<file path="config.mk">
export PLATFORM = sky130hd
export DESIGN_NAME = ctab_core
export DESIGN_NICKNAME = d
export VERILOG_FILES = /design/src/include/ctab_pkg.sv /design/src/rtl/ctab_core.sv
export VERILOG_INCLUDE_DIRS = /design/src /design/src/include
export SDC_FILE = /design/constraint.sdc
export NUM_CORES = 1
export LEC_CHECK = 0
export BUFFER_PORTS_ARGS = -buffer_cell sky130_fd_sc_hd__buf_2
export CAP_MARGIN = 20
export CORE_MARGIN = 2
export CORE_UTILIZATION = 50
export CTS_BUF_LIST = sky130_fd_sc_hd__clkbuf_4
export CTS_CLUSTER_SIZE = 28
export DETAILED_ROUTE_END_ITERATION = 10
export PLACE_DENSITY_LB_ADDON = 0.3
export SYNTH_ARGS = -nofsm -noshare
export SYNTH_HDL_FRONTEND = slang
export SYNTH_SLANG_ARGS = --single-unit
</file>
<file path="constraint.sdc">
create_clock -name core_clk -period 1.8 [get_ports core_clk]
set_input_delay 0.36 -clock core_clk [delete_from_list [all_inputs] [get_ports core_clk]]
set_output_delay 0.36 -clock core_clk [all_outputs]
set_load 0.02 [all_outputs]
</file>
<file path="src/include/ctab_params.svh">
// Constants for the transmit abort and buffer select block
// Behaviour
// Abort request held reset in init mode
// Software sets abort bit for queued buffer
// Grant abort only before start or after failure
// Granted abort sets empty, ack, interrupt
// Software cannot clear request; empty flag clears it
// Ack reads one only when aborted
// Ack clears when empty flag clears
// Ack read-only, held reset in init mode
// Selection held reset in init mode
// Lowest set selection bit picks window buffer
// Selection reads back lowest set bit only
// Window blocked while selected buffer queued
// No selection means no window access
// Software copies empty flags into selection
// Empty flag set by device, write-one clears
// Bits seven to three read zero
`ifndef CTAB_PARAMS_SVH
`define CTAB_PARAMS_SVH
`define CTAB_ADDR_W 5
`define CTAB_OFS_FLAG 5'h06
`define CTAB_OFS_TIER 5'h07
`define CTAB_OFS_ARQ 5'h08
`define CTAB_OFS_AAK 5'h09
`define CTAB_OFS_SEL 5'h0A
`define CTAB_OFS_IRQ_STAT 5'h18
`define CTAB_OFS_IRQ_MASK 5'h19
`define CTAB_NBUF 3
`define CTAB_FLAG_RST 3'h7
`define CTAB_ZERO3 3'h0
`define CTAB_PAD_ZERO 5'h00
`define CTAB_RD_UNMAPPED 8'h00
`endif

</file>
<file path="src/include/ctab_pkg.sv">
// Types shared by the transmit abort and buffer select block
package ctab_pkg;
  // Per-buffer event lines from the protocol engine
  typedef struct packed {
    logic [2:0] tx_done;   // Message sent successfully
    logic [2:0] tx_started; // Message has begun on the bus
    logic [2:0] tx_failed; // Lost arbitration or error
  } ctab_engine_t;
  // Shared window access view
  typedef struct packed {
    logic [2:0] sel_onehot; // Buffer mapped into the window
    logic access_ok; // Window accesses permitted
  } ctab_window_t;
endpackage

</file>
<file path="src/rtl/ctab_core.sv">
// Transmit abort request, abort acknowledge and buffer selection logic
//
// Decided for this implementation: the address-and-strobe port.
`include "ctab_params.svh"
module ctab_core
  import ctab_pkg::*;
(
  input wire logic core_clk, // 50 MHz clock
  input wire logic rst, // Synchronous active high reset
  input wire logic [`CTAB_ADDR_W-1:0] addr, // Register address
  input wire logic [7:0] wdata, // Write data
  input wire logic wr, // Write strobe
  input wire logic rd, // Read strobe
  output logic [7:0] rdata, // Read data, cycle after rd
  input wire logic init_mode_request, // Init mode requested
  input wire logic init_mode_acknowledge, // Init mode entered
  input wire ctab_engine_t engine, // Protocol engine events
  output logic [2:0] abort_pending, // Abort requests to the engine
  output logic [2:0] buffer_empty_flag, // Empty flag per buffer
  output ctab_window_t window, // Shared window selection
  output logic tx_irq, // Transmit empty interrupt
  output logic irq // Event interrupt, level
);
  logic init_mode;
  logic not_init;
  logic [2:0] abort_request_bits;
  logic [2:0] abort_acknowledge_bits;
  logic [2:0] sel_raw;
  logic [2:0] sel_low;
  logic [2:0] tx_ie;
  logic [2:0] grant;
  logic [2:0] empty_clr;
  logic [1:0] irq_stat;
  logic [1:0] irq_mask;
  logic [1:0] ev;
  logic wr_flag;
  logic wr_arq;
  logic wr_sel;
  logic wr_tier;
  logic [2:0] empty_prev;

  // Init mode needs both request and acknowledge
  assign init_mode = init_mode_request & init_mode_acknowledge;
  assign not_init = ~init_mode_request & ~init_mode_acknowledge;

  // Write decode; flag, enable, request and selection writes only land while init request and acknowledge are both low
  assign wr_flag = wr && not_init && (addr == `CTAB_OFS_FLAG);
  assign wr_tier = wr && not_init && (addr == `CTAB_OFS_TIER);
  assign wr_arq = wr && not_init && (addr == `CTAB_OFS_ARQ);
  assign wr_sel = wr && not_init && (addr == `CTAB_OFS_SEL);

  // Grant only for queued buffers not yet started or that failed
  generate
    for (genvar i = 0; i < `CTAB_NBUF; i++) begin : g_buf
      assign grant[i] = abort_request_bits[i] && !buffer_empty_flag[i] &&
                        !engine.tx_done[i] &&
                        (!engine.tx_started[i] || engine.tx_failed[i]);
    end
  endgenerate

  assign empty_clr = wr_flag ? wdata[2:0] : `CTAB_ZERO3;
  assign abort_pending = abort_request_bits;

  // Empty flags: device set wins over software clear
  always_ff @(posedge core_clk) begin
    if (rst || init_mode) begin
      buffer_empty_flag <= `CTAB_FLAG_RST;
    end else begin
      buffer_empty_flag <= (buffer_empty_flag & ~empty_clr) | engine.tx_done | grant;
    end
  end

  // Interrupt enables for the empty flags
  always_ff @(posedge core_clk) begin
    if (rst || init_mode) begin
      tx_ie <= `CTAB_ZERO3;
    end else if (wr_tier) begin
      tx_ie <= wdata[2:0];
    end
  end

  // Abort requests: software sets only, empty flag clears
  always_ff @(posedge core_clk) begin
    if (rst || init_mode) begin
      abort_request_bits <= `CTAB_ZERO3;
    end else begin
      abort_request_bits <= (abort_request_bits | (wr_arq ? wdata[2:0] : `CTAB_ZERO3))
                            & ~(engine.tx_done | grant | buffer_empty_flag);
    end
  end

  // Acknowledge: set on grant, cleared by send or when flag is cleared
  always_ff @(posedge core_clk) begin
    if (rst || init_mode) begin
      abort_acknowledge_bits <= `CTAB_ZERO3;
    end else begin
      abort_acknowledge_bits <= (abort_acknowledge_bits & ~empty_clr & ~engine.tx_done)
                                | grant;
    end
  end

  // Selection register keeps the raw written value
  always_ff @(posedge core_clk) begin
    if (rst || init_mode) begin
      sel_raw <= `CTAB_ZERO3;
    end else if (wr_sel) begin
      sel_raw <= wdata[2:0];
    end
  end

  // Lowest set bit wins; ANDing with the two's complement keeps it one-hot
  assign sel_low = sel_raw & (~sel_raw + 3'h1);

  // Window open only when a buffer is selected and it is free
  assign window.sel_onehot = sel_low;
  assign window.access_ok = |(sel_low & buffer_empty_flag);

  // Transmit interrupt from enabled empty flags
  assign tx_irq = |(buffer_empty_flag & tx_ie);

  // Sticky events: bit0 abort granted, bit1 message sent
  assign ev = {|engine.tx_done, |grant};
  always_ff @(posedge core_clk) begin
    if (rst) begin
      irq_stat <= 2'h0;
    end else begin
      irq_stat <= (irq_stat & ~((wr && addr == `CTAB_OFS_IRQ_STAT) ? wdata[1:0] : 2'h0)) | ev;
    end
  end

  // Mask register for the event interrupt
  always_ff @(posedge core_clk) begin
    if (rst) begin
      irq_mask <= 2'h0;
    end else if (wr && addr == `CTAB_OFS_IRQ_MASK) begin
      irq_mask <= wdata[1:0];
    end
  end

  assign irq = |(irq_stat & irq_mask);

  // Read data one cycle after the strobe; upper bits read zero
  always_ff @(posedge core_clk) begin
    if (rst) begin
      rdata <= `CTAB_RD_UNMAPPED;
    end else if (rd) begin
      if (addr == `CTAB_OFS_FLAG) begin
        rdata <= {`CTAB_PAD_ZERO, buffer_empty_flag};
      end else if (addr == `CTAB_OFS_TIER) begin
        rdata <= {`CTAB_PAD_ZERO, tx_ie};
      end else if (addr == `CTAB_OFS_ARQ) begin
        rdata <= {`CTAB_PAD_ZERO, abort_request_bits};
      end else if (addr == `CTAB_OFS_AAK) begin
        rdata <= {`CTAB_PAD_ZERO, abort_acknowledge_bits};
      end else if (addr == `CTAB_OFS_SEL) begin
        rdata <= {`CTAB_PAD_ZERO, sel_low};
      end else if (addr == `CTAB_OFS_IRQ_STAT) begin
        rdata <= {6'h00, irq_stat};
      end else if (addr == `CTAB_OFS_IRQ_MASK) begin
        rdata <= {6'h00, irq_mask};
      end else begin
        rdata <= `CTAB_RD_UNMAPPED;
      end
    end else begin
      rdata <= `CTAB_RD_UNMAPPED;
    end
  end

  // Helper: previous empty flags for edge checks
  always_ff @(posedge core_clk) begin
    if (rst) begin
      empty_prev <= `CTAB_FLAG_RST;
    end else begin
      empty_prev <= buffer_empty_flag;
    end
  end
endmodule

</file>
==> metrics, run 1 <==
RSZ-0062 raised after global routing=no; synth cell count leaders=22 x dfxtp_1, 15 x nor2_1, 10 x mux2i_1; CP max FO=7; WL/cell=14.5 µm; placed insts=slightly below 200; # port buffers=37; post-synth top area share=a little over a third; ys flop type=dfxtp_1; Root Buffer=clkbuf_4; Initial Util=53.6%; fin crit share=93.1%; H-tree Lvls=1; drc violations=0; area grow syn2layout=19.6%; via-per-instance ratio=about 5.8; placer congestion estimate=0.892; Critical Path RT=1.44 ns; Reg clk slew, reported paths=0.13 ns; CP Class=reg2out; Post-synth EDFFs=0; worst slew pin tran=0.517 ns; status=complete, no violations; sequential share of the synthesized area=36.4%; Initial DRC Count=83; CTS tree=done; Final Non-Filler Cells=slightly below 200; largest net degree at the start of global routing=14; fmax=597 MHz; post-route ant nets=0; grt total ovfl=0; GR Util All Layers=24.0%; Setup TNS=0 ns; fillers=between 200 and 250; Startpoint Class=flop; Worst Hold Depth=2; hold crit path type=in2reg; Die Footprint=0.00283 mm²; count of cell types in the netlist=approximately 40; Synth area leaders=dfxtp_1 36%, mux2i_1 8.3%, nor2_1 4.7%; Vias=1,144; crit path capture type=primary output; Final nets=199; Post-DP HPWL=2220 µm; global-route wire length before repair=4920 µm; drt total wl=about 2900 µm; Leak=between 0.6 and 0.7 nW; row cnt=17; Post-Syn Area=0.00121 mm²; CTS Sinks=22; hold buffers post-CTS=0; Final Hold Vio Count=0; initial antenna violation count=0; Detailed Routing Iterations Pass 1=4; Setup-failing EPs final=0; worst vdd ir=0.554 mV; Seq cells post-synth=22; Syn Area/Cell=roughly 9.1 µm²; cell accounting for the most synthesized area=dfxtp_1; Slew headroom=65.5%; post-synthesis cell count=133; Post-synth ARST share=0%; die width=53.2 µm; Worst-Skew Late Latency=0.32 ns; R2R cell count=4; ANT cells=0; cell with the most instances after synthesis=dfxtp_1; vias in the first global route=between 1,000 and 1,500; Power Density=679 mW/mm²; CTS buffer count=3; Longest Clk Path Bufs=2; IO Pins=48; Max Slew Vio Count=0; height of the die=between 50 and 60 µm; CP arrival=roughly 1.3 ns; fraction of layout cells with a size suffix above 1=29.4%; yosys warns=0; Max Clock Skew=0.00479 ns; Max Cap Violations=0; Final Critical Period=1.68 ns; core area=0.00225 mm²
==> report_power, final <==
part | leakage [nW] | switching [mW] | internal, mW
clock | 0.0279 | 0.157 | 0.225
combinational | 0.426 | 0.0647 | 0.0424
sequential | 0.177 | 0.00246 | 0.489
==> flip-flops by register name (all words and copies together) (netlist names) <==
signal	count
irq_mask	2
sel_raw	3
rdata	3
irq_stat	2
abort_acknowledge_bits	3
buffer_empty_flag	3
tx_ie	3
abort_pending	3
==> path summary, 6_finish.rpt <==
path | to | slack [ns] | startpoint
worst min register to register | abort_acknowledge_bits[2] | 0.47 | abort_acknowledge_bits[2]
worst max register to register | rdata[2] | 0.54 | sel_raw[0]
worst max-delay path | tx_irq | 0.12 | buffer_empty_flag[0]
worst min-delay path | irq_stat[1] | 0.27 | rst
==> placed cells by master (no fill, tap or decap), types with 2 or more instances in the layout <==
master / n
nand2_1: 9
nand2b_1: 3
dfxtp_1: 21
clkbuf_4: 3
nor3_1: 4
and3_1: 3
nand3b_1: 3
buf_4: 3
nor2b_1: 4
a21oi_1: 5
mux2i_1: 10
a222oi_1: 2
a21o_1: 4
nand4_1: 3
a21boi_0: 3
nor2_1: 15
nor3b_1: 7
conb_1: 5
buf_2: 37
inv_1: 4
==> stage by stage <==
step / setup WS (ns) / cell area, µm² / power, mW / hold slack, ns / utilization (%)
floorplan: 0.219 / 1220 / 0.568 / 0.427 / -
global placement: 0.107 / 1390 / 0.605 / 0.453 / 61.7
detailed placement: 0.0774 / 1390 / 0.607 / 0.456 / 61.7
CTS: 0.115 / 1440 / 0.991 / 0.259 / 64.0
global route: 0.00550 / 1450 / 1.02 / 0.279 / 64.1
finish: 0.124 / 1450 / 0.981 / 0.274 / 64.1
==> worst max-delay path, cell delays in order (launching register included) <==
cell      delay, ns
dfxtp_1        0.40
a222oi_1       0.36
inv_1          0.07
buf_2          0.16
==> final cells by class <==
cell class,count,area [µm²],share of cell area (%)
clock buffers,3,22.5,1.56
clock inverters,1,30.0,2.08
inverters,4,15.0,1.04
multi-input cells,100,693,48.0
flip-flops and latches,22,442,30.6
well taps,28,35.0,2.42
repair buffers,40,208,14.4
==> kinds of logic after synthesis <==
kind of cell,after synthesis,synth area share [%]
flops,22,36.4
other cells,1,0.310
compound gates,26,17.5
mux,11,10.5
simple gates,58,27.8
buf+inv,15,7.45
==> metal layers <==
metal / global-route usage [%] / up-vias / part of all wire [%]
met5: 0 / - / 0
met4: 14.5 / 0 / 2.2
met3: 3.67 / 7 / 7.8
met2: 41.0 / 55 / 49
met1: 28.0 / 533 / 41
li1: - / 549 / -
==> what timing repair did <==
action,4_1_cts,5_1_grt
gates resized for setup,0,1
endpoints found under the setup margin,0,1
setup buffers,0,0
(Power assumes the default switching activity.)
==> run 2: changes to the inputs <==
--- a/config.mk
+++ b/config.mk
@@ -8,8 +8,10 @@
 export LEC_CHECK = 0
 export BUFFER_PORTS_ARGS = -buffer_cell sky130_fd_sc_hd__buf_2
 export CAP_MARGIN = 20
+export CELL_PAD_IN_SITES_DETAIL_PLACEMENT = 1
+export CELL_PAD_IN_SITES_GLOBAL_PLACEMENT = 1
 export CORE_MARGIN = 2
-export CORE_UTILIZATION = 50
+export CORE_UTILIZATION = 36
 export CTS_BUF_LIST = sky130_fd_sc_hd__clkbuf_4
 export CTS_CLUSTER_SIZE = 28
 export DETAILED_ROUTE_END_ITERATION = 10
==> metrics, run 2 (synthesis results as in run 1) <==
Worst-Skew Late Latency=0.32 ns; CP arrival=between 1 and 1.5 ns; # port buffers=37; height of the die=61.9 µm; grt total ovfl=0; Initial DRC Count=19; fin crit share=90.1%; Final Hold Vio Count=0; R2R cell count=4; crit path capture type=primary output; reg2reg end=rdata[2]; area grow syn2layout=22.7%; Leak=~0.64 nW; Crit. Startpoint=buffer_empty_flag[2]; WL/cell=15.6 µm; ANT cells=0; Startpoint Class=flop; GR Util All Layers=18.9%; Setup TNS=0 ns; Max Clock Skew=0.00958 ns; Root Buffer=clkbuf_4; r2r setup slk=0.58 ns; CP max stage delay=~0.42 ns; Final Critical Period=1.62 ns; Hold Path Origin=rst; Final Non-Filler Cells=roughly 220; die width=61.9 µm; worst hold endpoint=irq_stat[1]; fraction of layout cells with a size suffix above 1=30.2%; largest net degree at the start of global routing=14; CP Class=reg2out; core area=0.00328 mm²; CP Cell Sequence=nand2_1 > nor2_1 > a21oi_1 > o21ai_0 > buf_2; status=complete, no violations; drt total wl=3390 µm; Detailed Routing Iterations Pass 1=4; Critical Path RT=1.44 ns; Die Footprint=0.00384 mm²; H-tree Lvls=1; Longest Clk Path Bufs=2; most common cell after layout, fill and taps aside=buf_2; CTS buffer count=3; Initial Util=between 30% and 40%; Worst Hold Depth=2; Max Cap Violations=0; global-route wire length before repair=about 5300 µm; Power Density=between 600 and 700 mW/mm²; commonest non-fill, non-tap cells in the layout=37 x buf_2, 21 x dfxtp_1, 15 x nor2_1, 10 x mux2i_1, 9 x nand2_1; Post-DP HPWL=2700 µm; IO Pins=48; Max Slew Vio Count=0; placed insts=214; CP max FO=7; fillers=411; row cnt=21; R2R Path Start=sel_raw[0]; Vias=1,145; placer congestion estimate=0.817; vias in the first global route=1,162; worst vdd ir=0.309 mV; RSZ-0062 raised after global routing=no; post-route ant nets=0; Setup-failing EPs final=0; slowest stage cell, crit path=dfxtp_2; CTS tree=done; Final nets=~200; via-per-instance ratio=around 5.3; hold crit path type=in2reg; Reg clk slew, reported paths=around 0.14 ns; CTS Sinks=22; drc violations=0; post-layout util=between 40% and 50%; fmax=617 MHz; initial antenna violation count=0
run 2: cell types whose count changed in the layout (fill, tap and decap cells not counted):
cell	change
buf_4	+2
run 2: metrics by stage:
step	area (µm²)	power, mW	hold WS [ns]	worst slack, ns
2_1_floorplan	1220	0.568	0.427	0.219
3_3_place_gp	1430	0.609	0.453	0.0914
3_5_place_dp	1430	0.611	0.463	0.0655
4_1_cts	1480	1.00	0.288	0.0996
5_1_grt	1480	1.03	0.289	0.0392
6_report	1480	0.995	0.292	0.179
run 2: layer usage:
layer	GRT usage (%)	wire [µm]
met2	33.3	1700
met5	0	0
met1	24.4	1520
met4	5.47	31
met3	1.86	149
run 2: critical path, delay by kind of cell, from the launching register on:
| family | cells | cell delay (ns) |
|---|---|---|
| flops | 1 | 0.42 |
| compound gates | 2 | 0.19 |
| buf+inv | 1 | 0.18 |
| simple gates | 2 | 0.15 |
run 2: timing repair:
item,CTS,global route
hold buffers,0,0
endpoints found under the setup margin,0,1
setup buffers,0,0
resized for setup,0,1
run 2: worst max-delay path by stage:
stage                       end  slack [ns]  cells past startpoint
floorplan           irq_stat[1]        0.22                      5
CTS                   window[0]         0.1                      5
global placement    irq_stat[1]        0.09                      5
global route          window[0]        0.04                      5
detailed placement  irq_stat[1]        0.07                      5
finish                window[0]        0.18                      5
run 2: report_power, final:
group,switching (mW),internal [mW],leakage (nW)
registers,0.00239,0.490,0.177
logic,0.0666,0.0435,0.436
clock network,0.168,0.225,0.0279
run 2: final cells by class:
type | instances | area, µm² | share of cell area [%]
Multi-Input combinational cell | 100 | 693 | 46.8
Sequential cell | 22 | 442 | 29.8
Timing Repair Buffer | 42 | 223 | 15.0
Tap cell | 46 | 57.6 | 3.88
Clock inverter | 1 | 30.0 | 2.03
Clock buffer | 3 | 22.5 | 1.52
Inverter | 4 | 15.0 | 1.01
==> run 3: changes to the inputs <==
--- a/config.mk
+++ b/config.mk
@@ -6,12 +6,13 @@
 export SDC_FILE = /design/constraint.sdc
 export NUM_CORES = 1
 export LEC_CHECK = 0
+export ABC_AREA = 1
 export BUFFER_PORTS_ARGS = -buffer_cell sky130_fd_sc_hd__buf_2
 export CAP_MARGIN = 20
 export CELL_PAD_IN_SITES_DETAIL_PLACEMENT = 1
 export CELL_PAD_IN_SITES_GLOBAL_PLACEMENT = 1
 export CORE_MARGIN = 2
-export CORE_UTILIZATION = 36
+export CORE_UTILIZATION = 35
 export CTS_BUF_LIST = sky130_fd_sc_hd__clkbuf_4
 export CTS_CLUSTER_SIZE = 28
 export DETAILED_ROUTE_END_ITERATION = 10
==> constraint.sdc (replaced) <==
create_clock -name core_clk -period 1.5 [get_ports core_clk]
set_input_delay 0.3 -clock core_clk [delete_from_list [all_inputs] [get_ports core_clk]]
set_output_delay 0.3 -clock core_clk [all_outputs]
set_load 0.02 [all_outputs]
==> metrics, run 3 <==
Final Non-Filler Cells=approximately 260; height of the die=between 60 and 70 µm; Initial Util=36.9%; placed insts=254; Longest Clk Path Bufs=2; Max Clock Skew=0.00307 ns; Crit. Startpoint=sel_raw[1]; IO Pins=48; grt total ovfl=0; CTS tree=done; count of cell types in the netlist=30; sequential share of the synthesized area=35.2%; post-synth top area share=between 30% and 40%; Hold Path Origin=engine[6]; hold crit path type=in2reg; via-per-instance ratio=4.95; CP max FO=3; crit path capture type=primary output; Synth area leaders=dfxtp_1 35%, nand2_1 9.3%, inv_1 6.0%; ys flop type=dfxtp_1; Final nets=245; GR Util All Layers=19.0%; Post-synth ARST share=0%; global-route wire length before repair=6040 µm; Seq cells post-synth=22; Setup-failing EPs final=0; drc violations=0; synth cell count leaders=31 x nand2_1, 22 x dfxtp_1, 20 x inv_1, 20 x nor2_1, 12 x a21oi_1; vias in the first global route=~1,300; Max Cap Violations=0; Critical Path RT=around 1.2 ns; WL/cell=~14 µm; largest net degree at the start of global routing=13; status=complete, no violations; CTS buffer count=3; H-tree Lvls=1; fin crit share=98.8%; die width=around 64 µm; initial antenna violation count=0; commonest non-fill, non-tap cells in the layout=35 x buf_2, 30 x nand2_1, 20 x inv_1, 19 x nor2_1, 18 x dfxtp_1; Syn Area/Cell=7.31 µm²; fillers=~460; CP Class=reg2out; cell with the most instances after synthesis=nand2_1; fraction of layout cells with a size suffix above 1=33.3%; Power Density=approximately 650 mW/mm²; Post-synth EDFFs=0; Leak=0.737 nW; Post-DP HPWL=3020 µm; Vias=1,296; Final Critical Period=1.48 ns; CP arrival=1.18 ns; drt total wl=3620 µm; Power, Total=1.02 mW; Reg clk slew, reported paths=roughly 0.12 ns; fin area=between 0.0015 and 0.002 mm²; row cnt=21; fmax=675 MHz; Final Hold Vio Count=0; placed cell area=0.00148 mm²; Detailed Routing Iterations Pass 1=4; post-synthesis cell count=~170; Startpoint Class=flop; worst vdd ir=0.369 mV; post-route ant nets=0; CTS Sinks=22; RSZ-0062 raised after global routing=yes; Initial DRC Count=53; Die Footprint=0.00407 mm²; most common cell after layout, fill and taps aside=buf_2; cell accounting for the most synthesized area=dfxtp_1; placer congestion estimate=0.848; ANT cells=0; yosys warns=0; area grow syn2layout=24.6%; core area=between 0.003 and 0.004 mm²; Root Buffer=clkbuf_4; Max Slew Vio Count=0; Worst-Skew Late Latency=around 0.30 ns; # port buffers=37; R2R Path Start=buffer_empty_flag[2]; Post-Syn Area=0.00125 mm²
run 3: changes by cell type after synthesis, moves of 5 or more:
| cell | before | now |
|---|---|---|
| a21oi_1 | 5 | 12 |
| nand2_1 | 9 | 31 |
| o21ai_0 | 1 | 9 |
| nand3_1 | 1 | 9 |
| nor2_1 | 15 | 20 |
| mux2i_1 | 10 | 0 |
| nor3b_1 | 7 | 0 |
| inv_1 | 4 | 20 |
run 3: power breakdown:
group	total [mW]	switching, mW	internal (mW)
combinational	0.149	0.0972	0.0518
sequential	0.590	0.00241	0.588
clock	0.278	0.181	0.0970
run 3: kinds of logic (layout without fill, tap and decap cells):
family | Yosys count | count (layout) | synth area share [%]
other cells | 1 | 5 | 0.300
simple gates | 81 | 81 | 32.8
compound gates | 37 | 37 | 20.7
buf+inv | 30 | 71 | 10.9
flops | 22 | 22 | 35.2
run 3: cell type report:
cell class                 count  area, µm²  share of cell area, %
clock inverter                 1       3.75                  0.241
multi-input combinational    123        699                   44.9
timing repair buffer          44        243                   15.6
clock buffer                   3       22.5                   1.45
sequential                    22        445                   28.6
inverter                      23       86.3                   5.54
tap                           46       57.6                   3.69
run 3: critical path, cell delays in order, from the launching register on:
cell,delay [ns]
dfxtp_2,0.35
nor2_2,0.10
nand2_1,0.07
inv_1,0.07
nand2_1,0.06
o221ai_2,0.06
buf_4,0.17
run 3: path summary, 6_finish.rpt:
kind	end	slack, ns	cells after the start
worst max-delay path	window[0]	0.02	6
worst min register to register	abort_acknowledge_bits[1]	0.47	2
worst min-delay path	abort_acknowledge_bits[0]	0.20	2
worst max register to register	irq_stat[0]	0.37	5
run 3: repair_timing:
action | CTS | global route
setup buffers | 2 | 2
resized for setup | 4 | 5
pin swaps | 0 | 1
hold buffers | 0 | 0
endpoints found under the setup margin | 1 | 2
endpoints found under the hold margin | 0 | 0
run 3: metrics by stage:
stage / TNS, ns / utilization, % / hold slack, ns / worst slack (ns)
floorplan: 0 / - / 0.369 / 0.145
global placement: 0 / 43.7 / 0.449 / 0.116
detailed placement: 0 / 43.7 / 0.451 / 0.0813
CTS: -0.00279 / 45.1 / 0.187 / -0.00279
global route: -0.0689 / 46.0 / 0.199 / -0.0689
finish: 0 / 46.0 / 0.202 / 0.0177
run 3: metal layers:
metal / vias to the layer above / global-route usage, % / share of wire (%)
met1: 601 / 23.3 / 43
li1: 654 / - / -
met4: 0 / 5.43 / 0.94
met3: 4 / 2.29 / 4.7
met2: 37 / 34.7 / 51
met5: - / 0 / 0
